<file path="config.mk">
export PLATFORM = sky130hd
export DESIGN_NAME = usb_control_status_regs
export DESIGN_NICKNAME = d
export VERILOG_FILES = /design/src/logic/usb_csr_pkg.sv /design/src/logic/usb_control_status_regs.sv /design/src/logic/xfer_record_fifo.sv /design/src/logic/frame_tick.sv
export VERILOG_INCLUDE_DIRS = /design/src /design/src/logic
export SDC_FILE = /design/constraint.sdc
export NUM_CORES = 1
export LEC_CHECK = 0
export BUFFER_PORTS_ARGS = -buffer_cell sky130_fd_sc_hd__buf_2
export CORE_MARGIN = 3
export CORE_UTILIZATION = 60
export CTS_BUF_LIST = sky130_fd_sc_hd__clkbuf_8
export CTS_CLUSTER_DIAMETER = 100
export DETAILED_ROUTE_END_ITERATION = 8
export PLACE_DENSITY = 0.86
export SLEW_MARGIN = 40
export SYNTH_ARGS = -nofsm -noshare
export SYNTH_HDL_FRONTEND = slang
export SYNTH_HIERARCHICAL = 1
export SYNTH_SLANG_ARGS = --single-unit
</file>
<file path="constraint.sdc">
create_clock -name clk_i -period 3.4 [get_ports clk_i]
set_input_delay 0.17 -clock clk_i [delete_from_list [all_inputs] [get_ports clk_i]]
set_output_delay 0.17 -clock clk_i [all_outputs]
set_load 0.01 [all_outputs]
</file>
<file path="src/logic/usb_csr_map.svh">
// Overview of operation
// - eight per-error enable bits, bits 7..0
// - mask bit 1: token crc or frame end
// - error irq also needs general error enable
// - bits 31..8 and status 1..0 read zero
// - status 7..4 give last endpoint number
// - status bit 3: one means transmit
// - status bit 2: one means odd bank
// - status is head of four-entry record fifo
// - clearing transaction-done flag pops the fifo
// - control bit 7 shows live J state
// - control bit 6 shows live SE0
// - device: setup token sets bit 5, holds processing
// - host: bit 5 reads token in progress
// - host: bit 4 drives bus reset
// - bit 3 host enable; toggle resets host logic
// - bit 2 drives resume signalling while set
// - host: resume clear appends low-speed EOP
// - writing bit 1 resets ping-pong pointers even
// - device: bit 0 enables module
// - host: bit 0 sends frame start every 1 ms
`ifndef USB_CSR_MAP_SVH
`define USB_CSR_MAP_SVH
// ----------------------------------------
// register byte offsets
// ----------------------------------------
`define ERR_MASK_OFS 4'h0
`define XFER_STAT_OFS 4'h4
`define MOD_CTRL_OFS 4'h8
`define IRQ_EN_OFS 4'hC
// ----------------------------------------
// field positions and reset values
// ----------------------------------------
`define IRQ_EN_ERR_BIT 1
`define IRQ_EN_RST 8'h00
`define ERR_MASK_RST 8'h00
`define CTRL_RST 6'h00
`define C_JSTATE 7
`define C_SE0 6
`define C_HOLD 5
`define C_BUSRST 4
`define C_HOST_ENABLE 3
`define C_RESUME 2
`define C_PPRST 1
`define C_ENABLE 0
// ----------------------------------------
// timing
// ----------------------------------------
`define CLK_MHZ 100
`define FRAME_US 1000
`define FRAME_CYC (`FRAME_US * `CLK_MHZ)
`define LS_EOP_NS 1330
`define LS_EOP_CYC ((`LS_EOP_NS * `CLK_MHZ + 999) / 1000)
`endif

</file>
<file path="src/logic/usb_csr_pkg.sv">
`default_nettype none
package usb_csr_pkg;
	typedef logic [5:0] xfer_rec_t;
	typedef enum logic [1:0] {RES_IDLE, RES_DRIVE, RES_EOP} resume_state_t;
endpackage
`default_nettype wire

</file>
<file path="src/logic/usb_control_status_regs.sv">
`include "usb_csr_map.svh"
`default_nettype none
module usb_control_status_regs #(
	parameter int FIFO_DEPTH = 4,
	parameter int FRAME_CYC = `FRAME_CYC
) (
	input wire logic clk_i,
	input wire logic rst_i,
	// ----------------------------------------
	// wishbone slave
	// ----------------------------------------
	input wire logic wb_cyc_i,
	input wire logic wb_stb_i,
	input wire logic wb_we_i,
	input wire logic [3:0] wb_adr_i,
	input wire logic [3:0] wb_sel_i,
	input wire logic [31:0] wb_dat_i,
	output logic [31:0] wb_dat_o,
	output logic wb_ack_o,
	// ----------------------------------------
	// packet engine side
	// ----------------------------------------
	input wire logic [7:0] err_flags_i,
	input wire logic xfer_push_i,
	input wire logic [3:0] xfer_endpoint_i,
	input wire logic xfer_tx_i,
	input wire logic xfer_odd_i,
	input wire logic setup_rx_i,
	input wire logic token_busy_i,
	input wire logic line_j_i,
	input wire logic line_se0_i,
	input wire logic trn_flag_clear_i,
	output logic usb_top_irq_o,
	output logic transaction_done_flag_o,
	output logic xfer_fifo_full_o,
	output logic packet_processing_hold_o,
	output logic bus_reset_drive_o,
	output logic host_logic_reset_o,
	output logic resume_drive_o,
	output logic ls_eop_drive_o,
	output logic pingpong_pointer_reset_o,
	output logic module_enable_o,
	output logic frame_start_o
);
	localparam int EOP_CYC = `LS_EOP_CYC;
	// ----------------------------------------
	// registers
	// ----------------------------------------
	logic [7:0] err_mask, next_err_mask;
	logic [7:0] irq_en, next_irq_en;
	logic hold, next_hold;
	logic busrst, next_busrst;
	logic host_enable, next_host_enable;
	logic resume, next_resume;
	logic enable, next_enable;
	logic pprst, next_pprst;
	logic hostrst, next_hostrst;
	logic ack, next_ack;
	logic [31:0] rdat, next_rdat;
	logic irq, next_irq;
	logic req, wr_acc;
	logic [7:0] ctrl_view;
	usb_csr_pkg::xfer_rec_t head;
	logic head_valid, fifo_full, tick;
	// byte lane 0 holds every implemented bit
	function automatic logic lane0_write(input logic [3:0] adr, input logic [3:0] ofs,
			input logic we, input logic [3:0] sel);
		lane0_write = we && sel[0] && (adr == ofs);
	endfunction
	// one new request per bus cycle: ack drops before the next is taken
	assign req = wb_cyc_i && wb_stb_i && !ack;
	assign wr_acc = req && wb_we_i;
	// host view of bit 5 is the live busy line
	// live line states
	always_comb begin
		ctrl_view = 8'h00;
		ctrl_view[`C_JSTATE] = line_j_i;
		ctrl_view[`C_SE0] = line_se0_i;
		ctrl_view[`C_HOLD] = host_enable ? token_busy_i : hold;
		ctrl_view[`C_BUSRST] = busrst;
		ctrl_view[`C_HOST_ENABLE] = host_enable;
		ctrl_view[`C_RESUME] = resume;
		ctrl_view[`C_PPRST] = pprst;
		ctrl_view[`C_ENABLE] = enable;
	end
	// se0 shown live in ctrl_view above
	// register writes and read mux
	always_comb begin
		next_err_mask = err_mask;
		next_irq_en = irq_en;
		next_hold = hold;
		next_busrst = busrst;
		next_host_enable = host_enable;
		next_resume = resume;
		next_enable = enable;
		next_pprst = 1'b0;
		next_hostrst = 1'b0;
		next_ack = req;
		next_rdat = 32'h0;
		if (wr_acc && lane0_write(wb_adr_i, `ERR_MASK_OFS, wb_we_i, wb_sel_i)) begin
			next_err_mask = wb_dat_i[7:0];
		end
		if (wr_acc && lane0_write(wb_adr_i, `IRQ_EN_OFS, wb_we_i, wb_sel_i)) begin
			next_irq_en = wb_dat_i[7:0];
		end
		if (wr_acc && lane0_write(wb_adr_i, `MOD_CTRL_OFS, wb_we_i, wb_sel_i)) begin
			next_hold = wb_dat_i[`C_HOLD];
			next_busrst = wb_dat_i[`C_BUSRST];
			next_host_enable = wb_dat_i[`C_HOST_ENABLE];
			next_resume = wb_dat_i[`C_RESUME];
			next_enable = wb_dat_i[`C_ENABLE];
			next_pprst = wb_dat_i[`C_PPRST];
			next_hostrst = (wb_dat_i[`C_HOST_ENABLE] != host_enable);
		end
		// setup sets hold, beats a clearing write
		if (setup_rx_i && !host_enable) begin
			next_hold = 1'b1;
		end
		if (req && !wb_we_i) begin
			case (wb_adr_i)
				`ERR_MASK_OFS: next_rdat = {24'h0, err_mask};
				`XFER_STAT_OFS: next_rdat = {24'h0, head, 2'b00};
				`MOD_CTRL_OFS: next_rdat = {24'h0, ctrl_view};
				`IRQ_EN_OFS: next_rdat = {24'h0, irq_en};
				default: next_rdat = 32'h0;
			endcase
		end
		next_irq = ((err_flags_i & err_mask) != 8'h00) && irq_en[`IRQ_EN_ERR_BIT];
	end
	// bit 1 covers token crc or frame end by mode
	// register stage
	always_ff @(posedge clk_i) begin
		if (rst_i) begin
			err_mask <= `ERR_MASK_RST;
			irq_en <= `IRQ_EN_RST;
			hold <= 1'b0;
			busrst <= 1'b0;
			host_enable <= 1'b0;
			resume <= 1'b0;
			enable <= 1'b0;
			pprst <= 1'b0;
			hostrst <= 1'b0;
			ack <= 1'b0;
			rdat <= 32'h0;
			irq <= 1'b0;
		end else begin
			err_mask <= next_err_mask;
			irq_en <= next_irq_en;
			hold <= next_hold;
			busrst <= next_busrst;
			host_enable <= next_host_enable;
			resume <= next_resume;
			enable <= next_enable;
			pprst <= next_pprst;
			hostrst <= next_hostrst;
			ack <= next_ack;
			rdat <= next_rdat;
			irq <= next_irq;
		end
	end
	// ----------------------------------------
	// transaction record queue
	// ----------------------------------------
	// head visible, valid while records queued
	xfer_record_fifo #(
		.DEPTH(FIFO_DEPTH)
	) u_fifo (
		.clk_i(clk_i),
		.rst_i(rst_i),
		.push_i(xfer_push_i),
		.rec_i({xfer_endpoint_i, xfer_tx_i, xfer_odd_i}),
		.pop_i(trn_flag_clear_i),
		.head_o(head),
		.valid_o(head_valid),
		.full_o(fifo_full)
	);
	// direction and bank packed into rec_i above
	// ----------------------------------------
	// resume sequencer
	// ----------------------------------------
	usb_csr_pkg::resume_state_t rs, next_rs;
	logic [15:0] eop_cnt, next_eop_cnt;
	always_comb begin
		next_rs = rs;
		next_eop_cnt = 16'h0;
		case (rs)
			usb_csr_pkg::RES_IDLE: if (next_resume) next_rs = usb_csr_pkg::RES_DRIVE;
			usb_csr_pkg::RES_DRIVE: begin
				if (!next_resume) next_rs = host_enable ? usb_csr_pkg::RES_EOP : usb_csr_pkg::RES_IDLE;
			end
			usb_csr_pkg::RES_EOP: begin
				next_eop_cnt = eop_cnt + 16'h1;
				if (eop_cnt == 16'(EOP_CYC - 1)) next_rs = usb_csr_pkg::RES_IDLE;
			end
			default: next_rs = usb_csr_pkg::RES_IDLE;
		endcase
	end
	always_ff @(posedge clk_i) begin
		if (rst_i) begin
			rs <= usb_csr_pkg::RES_IDLE;
			eop_cnt <= 16'h0;
		end else begin
			rs <= next_rs;
			eop_cnt <= next_eop_cnt;
		end
	end
	// ----------------------------------------
	// frame start timer
	// ----------------------------------------
	// frame start every 1 ms in host mode
	frame_tick #(
		.FRAME_CYC(FRAME_CYC)
	) u_tick (
		.clk_i(clk_i),
		.rst_i(rst_i),
		.run_i(host_enable && enable && !hostrst),
		.tick_o(tick)
	);
	// ----------------------------------------
	// output stage
	// ----------------------------------------
	// module enable in device mode
	always_ff @(posedge clk_i) begin
		if (rst_i) begin
			usb_top_irq_o <= 1'b0;
			transaction_done_flag_o <= 1'b0;
			xfer_fifo_full_o <= 1'b0;
			packet_processing_hold_o <= 1'b0;
			bus_reset_drive_o <= 1'b0;
			host_logic_reset_o <= 1'b0;
			resume_drive_o <= 1'b0;
			ls_eop_drive_o <= 1'b0;
			pingpong_pointer_reset_o <= 1'b0;
			module_enable_o <= 1'b0;
			frame_start_o <= 1'b0;
		end else begin
			usb_top_irq_o <= irq;
			transaction_done_flag_o <= head_valid;
			xfer_fifo_full_o <= fifo_full;
			packet_processing_hold_o <= hold && !host_enable;
			bus_reset_drive_o <= busrst && host_enable;
			host_logic_reset_o <= hostrst;
			resume_drive_o <= (rs == usb_csr_pkg::RES_DRIVE);
			ls_eop_drive_o <= (rs == usb_csr_pkg::RES_EOP);
			pingpong_pointer_reset_o <= pprst;
			module_enable_o <= enable && !host_enable;
			frame_start_o <= tick;
		end
	end
	assign wb_ack_o = ack;
	assign wb_dat_o = rdat;
endmodule
`default_nettype wire

</file>
<file path="src/logic/xfer_record_fifo.sv">
`include "usb_csr_map.svh"
`default_nettype none
// ----------------------------------------
// transaction record queue
// ----------------------------------------
module xfer_record_fifo #(
	parameter int DEPTH = 4
) (
	input wire logic clk_i,
	input wire logic rst_i,
	input wire logic push_i,
	input wire usb_csr_pkg::xfer_rec_t rec_i,
	input wire logic pop_i,
	output usb_csr_pkg::xfer_rec_t head_o,
	output logic valid_o,
	output logic full_o
);
	localparam int AW = $clog2(DEPTH);
	initial begin
		if (DEPTH < 2 || (DEPTH & (DEPTH - 1)) != 0) $error("depth must be power of two");
	end
	usb_csr_pkg::xfer_rec_t mem [DEPTH];
	logic [AW-1:0] rd, wr, next_rd, next_wr;
	logic [AW:0] cnt, next_cnt;
	logic do_push, do_pop;
	// a push into a full queue is dropped; the engine must stall instead
	always_comb begin
		do_push = push_i && (cnt != (AW+1)'(DEPTH));
		do_pop = pop_i && (cnt != '0);
		next_wr = do_push ? wr + 1'b1 : wr;
		next_rd = do_pop ? rd + 1'b1 : rd;
		next_cnt = cnt + (AW+1)'(do_push) - (AW+1)'(do_pop);
	end
	// pointers and storage
	always_ff @(posedge clk_i) begin
		if (rst_i) begin
			rd <= '0;
			wr <= '0;
			cnt <= '0;
		end else begin
			rd <= next_rd;
			wr <= next_wr;
			cnt <= next_cnt;
		end
		if (do_push) mem[wr] <= rec_i;
	end
	assign head_o = mem[rd];
	assign valid_o = (cnt != '0);
	assign full_o = (cnt == (AW+1)'(DEPTH));
endmodule
`default_nettype wire

</file>
<file path="src/logic/frame_tick.sv">
`include "usb_csr_map.svh"
`default_nettype none
// ----------------------------------------
// frame start timer
// ----------------------------------------
module frame_tick #(
	parameter int FRAME_CYC = `FRAME_CYC
) (
	input wire logic clk_i,
	input wire logic rst_i,
	input wire logic run_i,
	output logic tick_o
);
	initial begin
		if (FRAME_CYC < 2) $error("frame count too small");
	end
	logic [31:0] cnt, next_cnt;
	logic next_tick;
	// count restarts whenever generation is off so the first frame is full length
	always_comb begin
		next_tick = 1'b0;
		next_cnt = 32'h0;
		if (run_i) begin
			if (cnt == 32'(FRAME_CYC - 1)) begin
				next_tick = 1'b1;
			end else begin
				next_cnt = cnt + 32'h1;
			end
		end
	end
	always_ff @(posedge clk_i) begin
		if (rst_i) begin
			cnt <= 32'h0;
			tick_o <= 1'b0;
		end else begin
			cnt <= next_cnt;
			tick_o <= next_tick;
		end
	end
endmodule
`default_nettype wire

</file>
* After elaboration in Yosys (flattened, before gate mapping) *
Memories as Yosys holds them, arrays and structs flattened. A register that Yosys moved wholly into a read port is not among the register bits.
Cells that the tools add are included.

word-level totals
  flip-flop bits (word level) = 126
  bits in writable memories = 24
  input bits = 65
  word-level logic and storage cells = 105
  memories kept = 1

cells by class
  add/subtract/negate cells = 6
  eq/ne operators = 13
  mux-type cells = 15
  bitwise gates (word level) = 5
  reduce and logical (&&, ||, !) cells = 35

memories
  memory      depth  bits a word  rd ports  clocked after Yosys merged registers in  wr ports  line                    RTL
  u_fifo.mem  4      6            1         1                                        1         xfer_record_fifo.sv:22  usb_csr_pkg::xfer_rec_t mem [DEPTH];

operator list
  kind                   count
  $add 32x1->32 const B  1
  $eq 32x17->1 const B   1
  $pmux 8 s4             1
  $logic_and 1x1->1      20
  $add 16x1->16 const B  1
  $eq 16x8->1 const B    1
  $mux 2                 6
  $and 8x8->8            1
  $eq 4x4->1 const B     2
  $reduce_bool 8->1      1
  $reduce_or 2->1        4
  $mux 1                 7
  $ne 2x2->1 const B     3
  $pmux 2 s3             1
  $add 2x1->2 const B    2
  $eq 4x3->1 const B     1
  $logic_not 1->1        4
  $logic_not 4->1        1
  $not 1->1              4
  $add 3x1->3            1
  $eq 3x3->1 const B     1
  $ne 3x3->1 const B     1
  $reduce_and 3->1       1
  $reduce_bool 3->1      1
  7 further kinds        7

* Depth between registers and ports, before layout *
  depth after elaboration = 7
  mapped depth = 11

* Modules after synthesis *
The synthesis kept the hierarchy.

by module, submodules not included
  module                   times used  cells each  area an instance (µm²)  sequential area each (µm²)
  usb_control_status_regs  1           257         2,663.8                 1,241.2
  frame_tick               1           184         1,606.5                 660.6
  xfer_record_fifo         1           80          1,332.5                 900.9

* Worst setup path after synthesis *
Ideal clock, no wire load.

  path type = reg-to-reg
  start = register u_tick.cnt[0]
  end = register u_tick.cnt[22]
  setup time = 70 ps
  arrival time = 2,003 ps
  path slack = 1,327 ps
  stages on the path, launching flop included = 7
  buffers on the path = 1
  cells stage by stage = dfxtp_1 -> ha_1 -> nand4_2 -> or4_1 -> clkbuf_2 -> or4_1 -> a21oi_1

between the ends
  cells in the longest elaborated chain, start to end = 2
  elaborated cells on any way between the ends = 3

ends and longest elaborated chain
  element                                                line              RTL
  start: declaration                                     frame_tick.sv:17  logic [31:0] cnt, next_cnt;
  start signal: assignment                               frame_tick.sv:36  cnt <= next_cnt;
  branches (longest 2 deep; another with $add 32x1->32)  -

Several ways; the timed one is not identified.
A chain may end at the register's enable or synchronous reset.

* Final worst setup path *
  start = register u_tick.cnt[27]
  end = register u_tick.cnt[5]

between the ends
  cells in the longest elaborated chain, start to end = 2

ends and longest elaborated chain
  element                    line              RTL
  $eq 32x17->1               frame_tick.sv:24  if (cnt == 32'(FRAME_CYC - 1)) begin
  $reduce_or 3->1 (no line)  -

No other way between the ends.

==> impl_metrics.py <==
metrics = {
    "run_status": {
        "status": "finished clean",
    },
    "route": {
        "drc": 0,
        "wirelength_um": 11800,
        "first_pass_iters": 5,
        "first_iter_violations": 305,
        "vias": 4148,
        "vias_per_cell": 5.87,
        "wl_per_cell_um": 16.7,
        "ant_nets": 0,
    },
    "setup_path": {
        "regToRegEndpoint": "u_tick/cnt[5]",
        "reg2reg_from": "u_tick/cnt[27]",
        "critical_path.startpoint_type": "flip-flop",
        "path_cells": "or4_1 > or4_4 > o31ai_4 > buf_4 > nor2_1",
        "crit_path_end_kind": "flip-flop",
        "crit_start": "u_tick/cnt[27]",
        "arrival_ns": 2.78,
        "ff2ff_setup_slack_ns": 0.95,
        "path_max_fanout": 24,
        "worst_path_max_delay_cell": "or4_4",
        "reg2regPathDepth": 5,
        "worst_path_largest_cell_delay_ns": 0.57,
        "critical_path_required_ns": 3.72,
        "endpoint": "u_tick/cnt[5]",
        "crit_type": "reg -> reg",
    },
    "run": {
        "drv_cap": 0,
    },
    "cells_and_area": {
        "antenna_cells": 0,
        "fin_nets": 661,
        "final_layout_size_suffix_gt1_frac": 0.209,
        "num-fill-cells": 634,
        "area_delta_synth_final_pct": 12.0,
    },
    "clocking": {
        "cts_buffer_depth": 2,
        "hold_buffers": 8,
        "cts_buffers": 17,
        "worstSkewPairLatency_ns": 0.44,
        "htreeDepth": 4,
        "cts_resized": 0,
        "clk_pin_slew_worst_paths_ns": 0.08,
        "cts_root_buffer": "clkbuf_8",
        "cts.sinks": 128,
        "cts_tree": "built",
        "post_cts.repair.setup_buffers": 0,
    },
    "yosys": {
        "yosys.area_share.simple": 0.213,
        "synth-edff-count": 24,
        "muxShareOfSynthArea": 0.0942,
        "synth_top_family_by_area": "simple AND/OR/NAND/NOR gates",
        "ys_top_cells_by_area": "dfxtp_1 (37%), edfxtp_1 (13%), mux4_2 (4.8%)",
        "synth_top_area_frac": 0.372,
        "ys_ff_latch": 128,
        "synth_xor_area_frac": 0.0453,
        "netlist_instances": 521,
        "yosysWarnings": 6,
        "yosys_most_used_dff": "dfxtp_1",
        "yosysUniqueCellTypes": 59,
        "yosysSeqAreaShare": 0.500,
        "avgSynthCellArea_um2": 10.8,
        "ys_async_sr_fraction": 0,
        "synth_compound_area_frac": 0.0605,
        "synth_top_area_cell": "dfxtp_1",
        "synth_area_um2": 5600,
        "synth_fa_ha_area_frac": 0.0237,
    },
    "floorplanning": {
        "start_util": 0.630,
        "row_count": 34,
        "die_area_um2": 10500,
        "fp.dieH_um": 103,
        "fp.dieW_um": 103,
        "pin_count": 109,
        "core_area_um2": 8890,
    },
    "placement": {
        "pre_cts_ws_ns": 0.974,
        "io_buffers": 57,
        "gp_congestion": 0.816,
        "hpwlAfterDp_um": 8170,
    },
    "global_route": {
        "grt_pass1_vias": 4276,
        "grtUsageTotal": 0.240,
        "grt_pass1_wl_um": 19700,
        "antenna_found_initial": 0,
        "grt_start_max_net_pins": 38,
        "grt_overflow": 0,
    },
    "power_and_ir_drop": {
        "power_density_nw_per_um2": 523,
        "vdd_drop_max_uv": 421,
        "leakage_nw": 2.48,
    },
    "sta": {
        "timing.final.ws_setup_ns": 0.949,
        "fin_crit_sh": 0.721,
        "fin_tns_setup_ns": 0,
        "worst_pin_slew_ns": 0.847,
        "finalSetupViolCount": 0,
        "finalClockSkew_ns": 0.0105,
        "period_needed_ns": 2.45,
        "hold_ws_ns": 0.0200,
        "rsz0062_at_grt": "false",
        "fmax_ghz": 0.408,
        "hold_viol_final": 0,
        "finalMaxSlewViolations": 0,
        "slew_headroom": 0.431,
    },
    "hold_path": {
        "hold_path_class": "in -> reg",
    },
}
## final cells by class
cell class	count	area (um2)	area share
Sequential cell	128	2800	0.447
Multi-Input combinational cell	359	2540	0.404
Timing Repair Buffer	67	380	0.0606
Clock buffer	17	234	0.0373
Clock inverter	15	138	0.0219
Tap cell	108	135	0.0215
Inverter	13	48.8	0.00778
## critical path: cells and delay by family, from the launching register on
family / cells / cell delay [ns]
and+or+nand+nor: 3 / 1.21
DFF: 1 / 0.36
AOI/OAI and AO/OA: 1 / 0.42
buffers and inverters: 1 / 0.34
## synthesized netlist by cell type (11+ instances only)
library cell	instances
dfxtp_1	104
nor2_1	60
buf_4	25
edfxtp_1	24
mux2i_1	22
a21oi_1	20
nand2_1	20
nand3_1	19
or4_1	15
xor2_1	15
xnor2_1	14
inv_1	13
mux4_2	12
and3_1	11
## worst min-delay path by stage
stage,startpoint,slack [ns],to,cells past startpoint
4_1_cts,wb_dat_i[4],0.002,err_mask[4],3
6_report,wb_dat_i[4],0.02,err_mask[4],3
3_3_place_gp,xfer_endpoint_i[2],0.38,u_fifo/mem[0][4],1
3_5_place_dp,xfer_odd_i,0.40,u_fifo/mem[0][0],1
2_1_floorplan,xfer_odd_i,0.27,u_fifo/mem[0][0],0
5_1_grt,wb_dat_i[4],0.02,busrst,3
## placed cells by master, fill, tap and decap left out, drive strengths merged, types with 11 or more instances in the layout
| master | synthesis | final |
|---|---|---|
| a21oi | 20 | 20 |
| and3 | 12 | 12 |
| buf | 38 | 59 |
| clkbuf | 6 | 17 |
| conb | 1 | 24 |
| dfxtp | 104 | 104 |
| edfxtp | 24 | 24 |
| inv | 13 | 25 |
| mux2i | 22 | 22 |
| mux4 | 12 | 12 |
| nand2 | 20 | 20 |
| nand3 | 21 | 21 |
| nand4 | 11 | 11 |
| nor2 | 61 | 61 |
| o31ai | 11 | 11 |
| or4 | 16 | 16 |
| xnor2 | 14 | 14 |
| xor2 | 15 | 15 |
## metrics by stage
stage          area [um2]   util  instances  power (mW)
6_report             6280  0.706        707        3.28
5_1_grt              6280  0.706        707        3.41
4_1_cts              6280  0.706        707        3.29
3_5_place_dp         5820  0.655        667        2.08
3_3_place_gp         5820  0.655        667        2.05
2_1_floorplan        5690      -        544        1.99
## registers in the layout, summed over array words and instances (netlist names), 2 cells and up, named ones only
name,cells
u_fifo/rd,2
u_fifo/mem,24
u_fifo/wr,2
u_fifo/cnt,3
rs,2
err_mask,8
irq_en,8
wb_dat_o,8
eop_cnt,16
u_tick/cnt,32
## kinds of logic after synthesis
| kind of cell | after synthesis |
|---|---|
| simple gates | 207 |
| flops | 128 |
| buf+inv | 57 |
| compound gates | 52 |
| mux | 37 |
| xor+xnor | 29 |
| fa+ha+maj | 10 |
| other cells | 1 |
## per-layer routing
layer	vias to the layer above	track usage	share of wire
li1	1963	-	-
met1	2024	0.271	0.40
met2	138	0.440	0.53
met3	23	0.0467	0.052
met4	0	0.103	0.021
met5	-	0	0
## where the power goes
part | leakage [nW] | total, mW | switching, mW | internal [mW]
clock | 0.183 | 1.23 | 0.686 | 0.540
combinational | 1.24 | 0.364 | 0.176 | 0.189
sequential | 1.06 | 1.69 | 0.0692 | 1.62
Note: power is estimated with default switching activity, not from simulation.
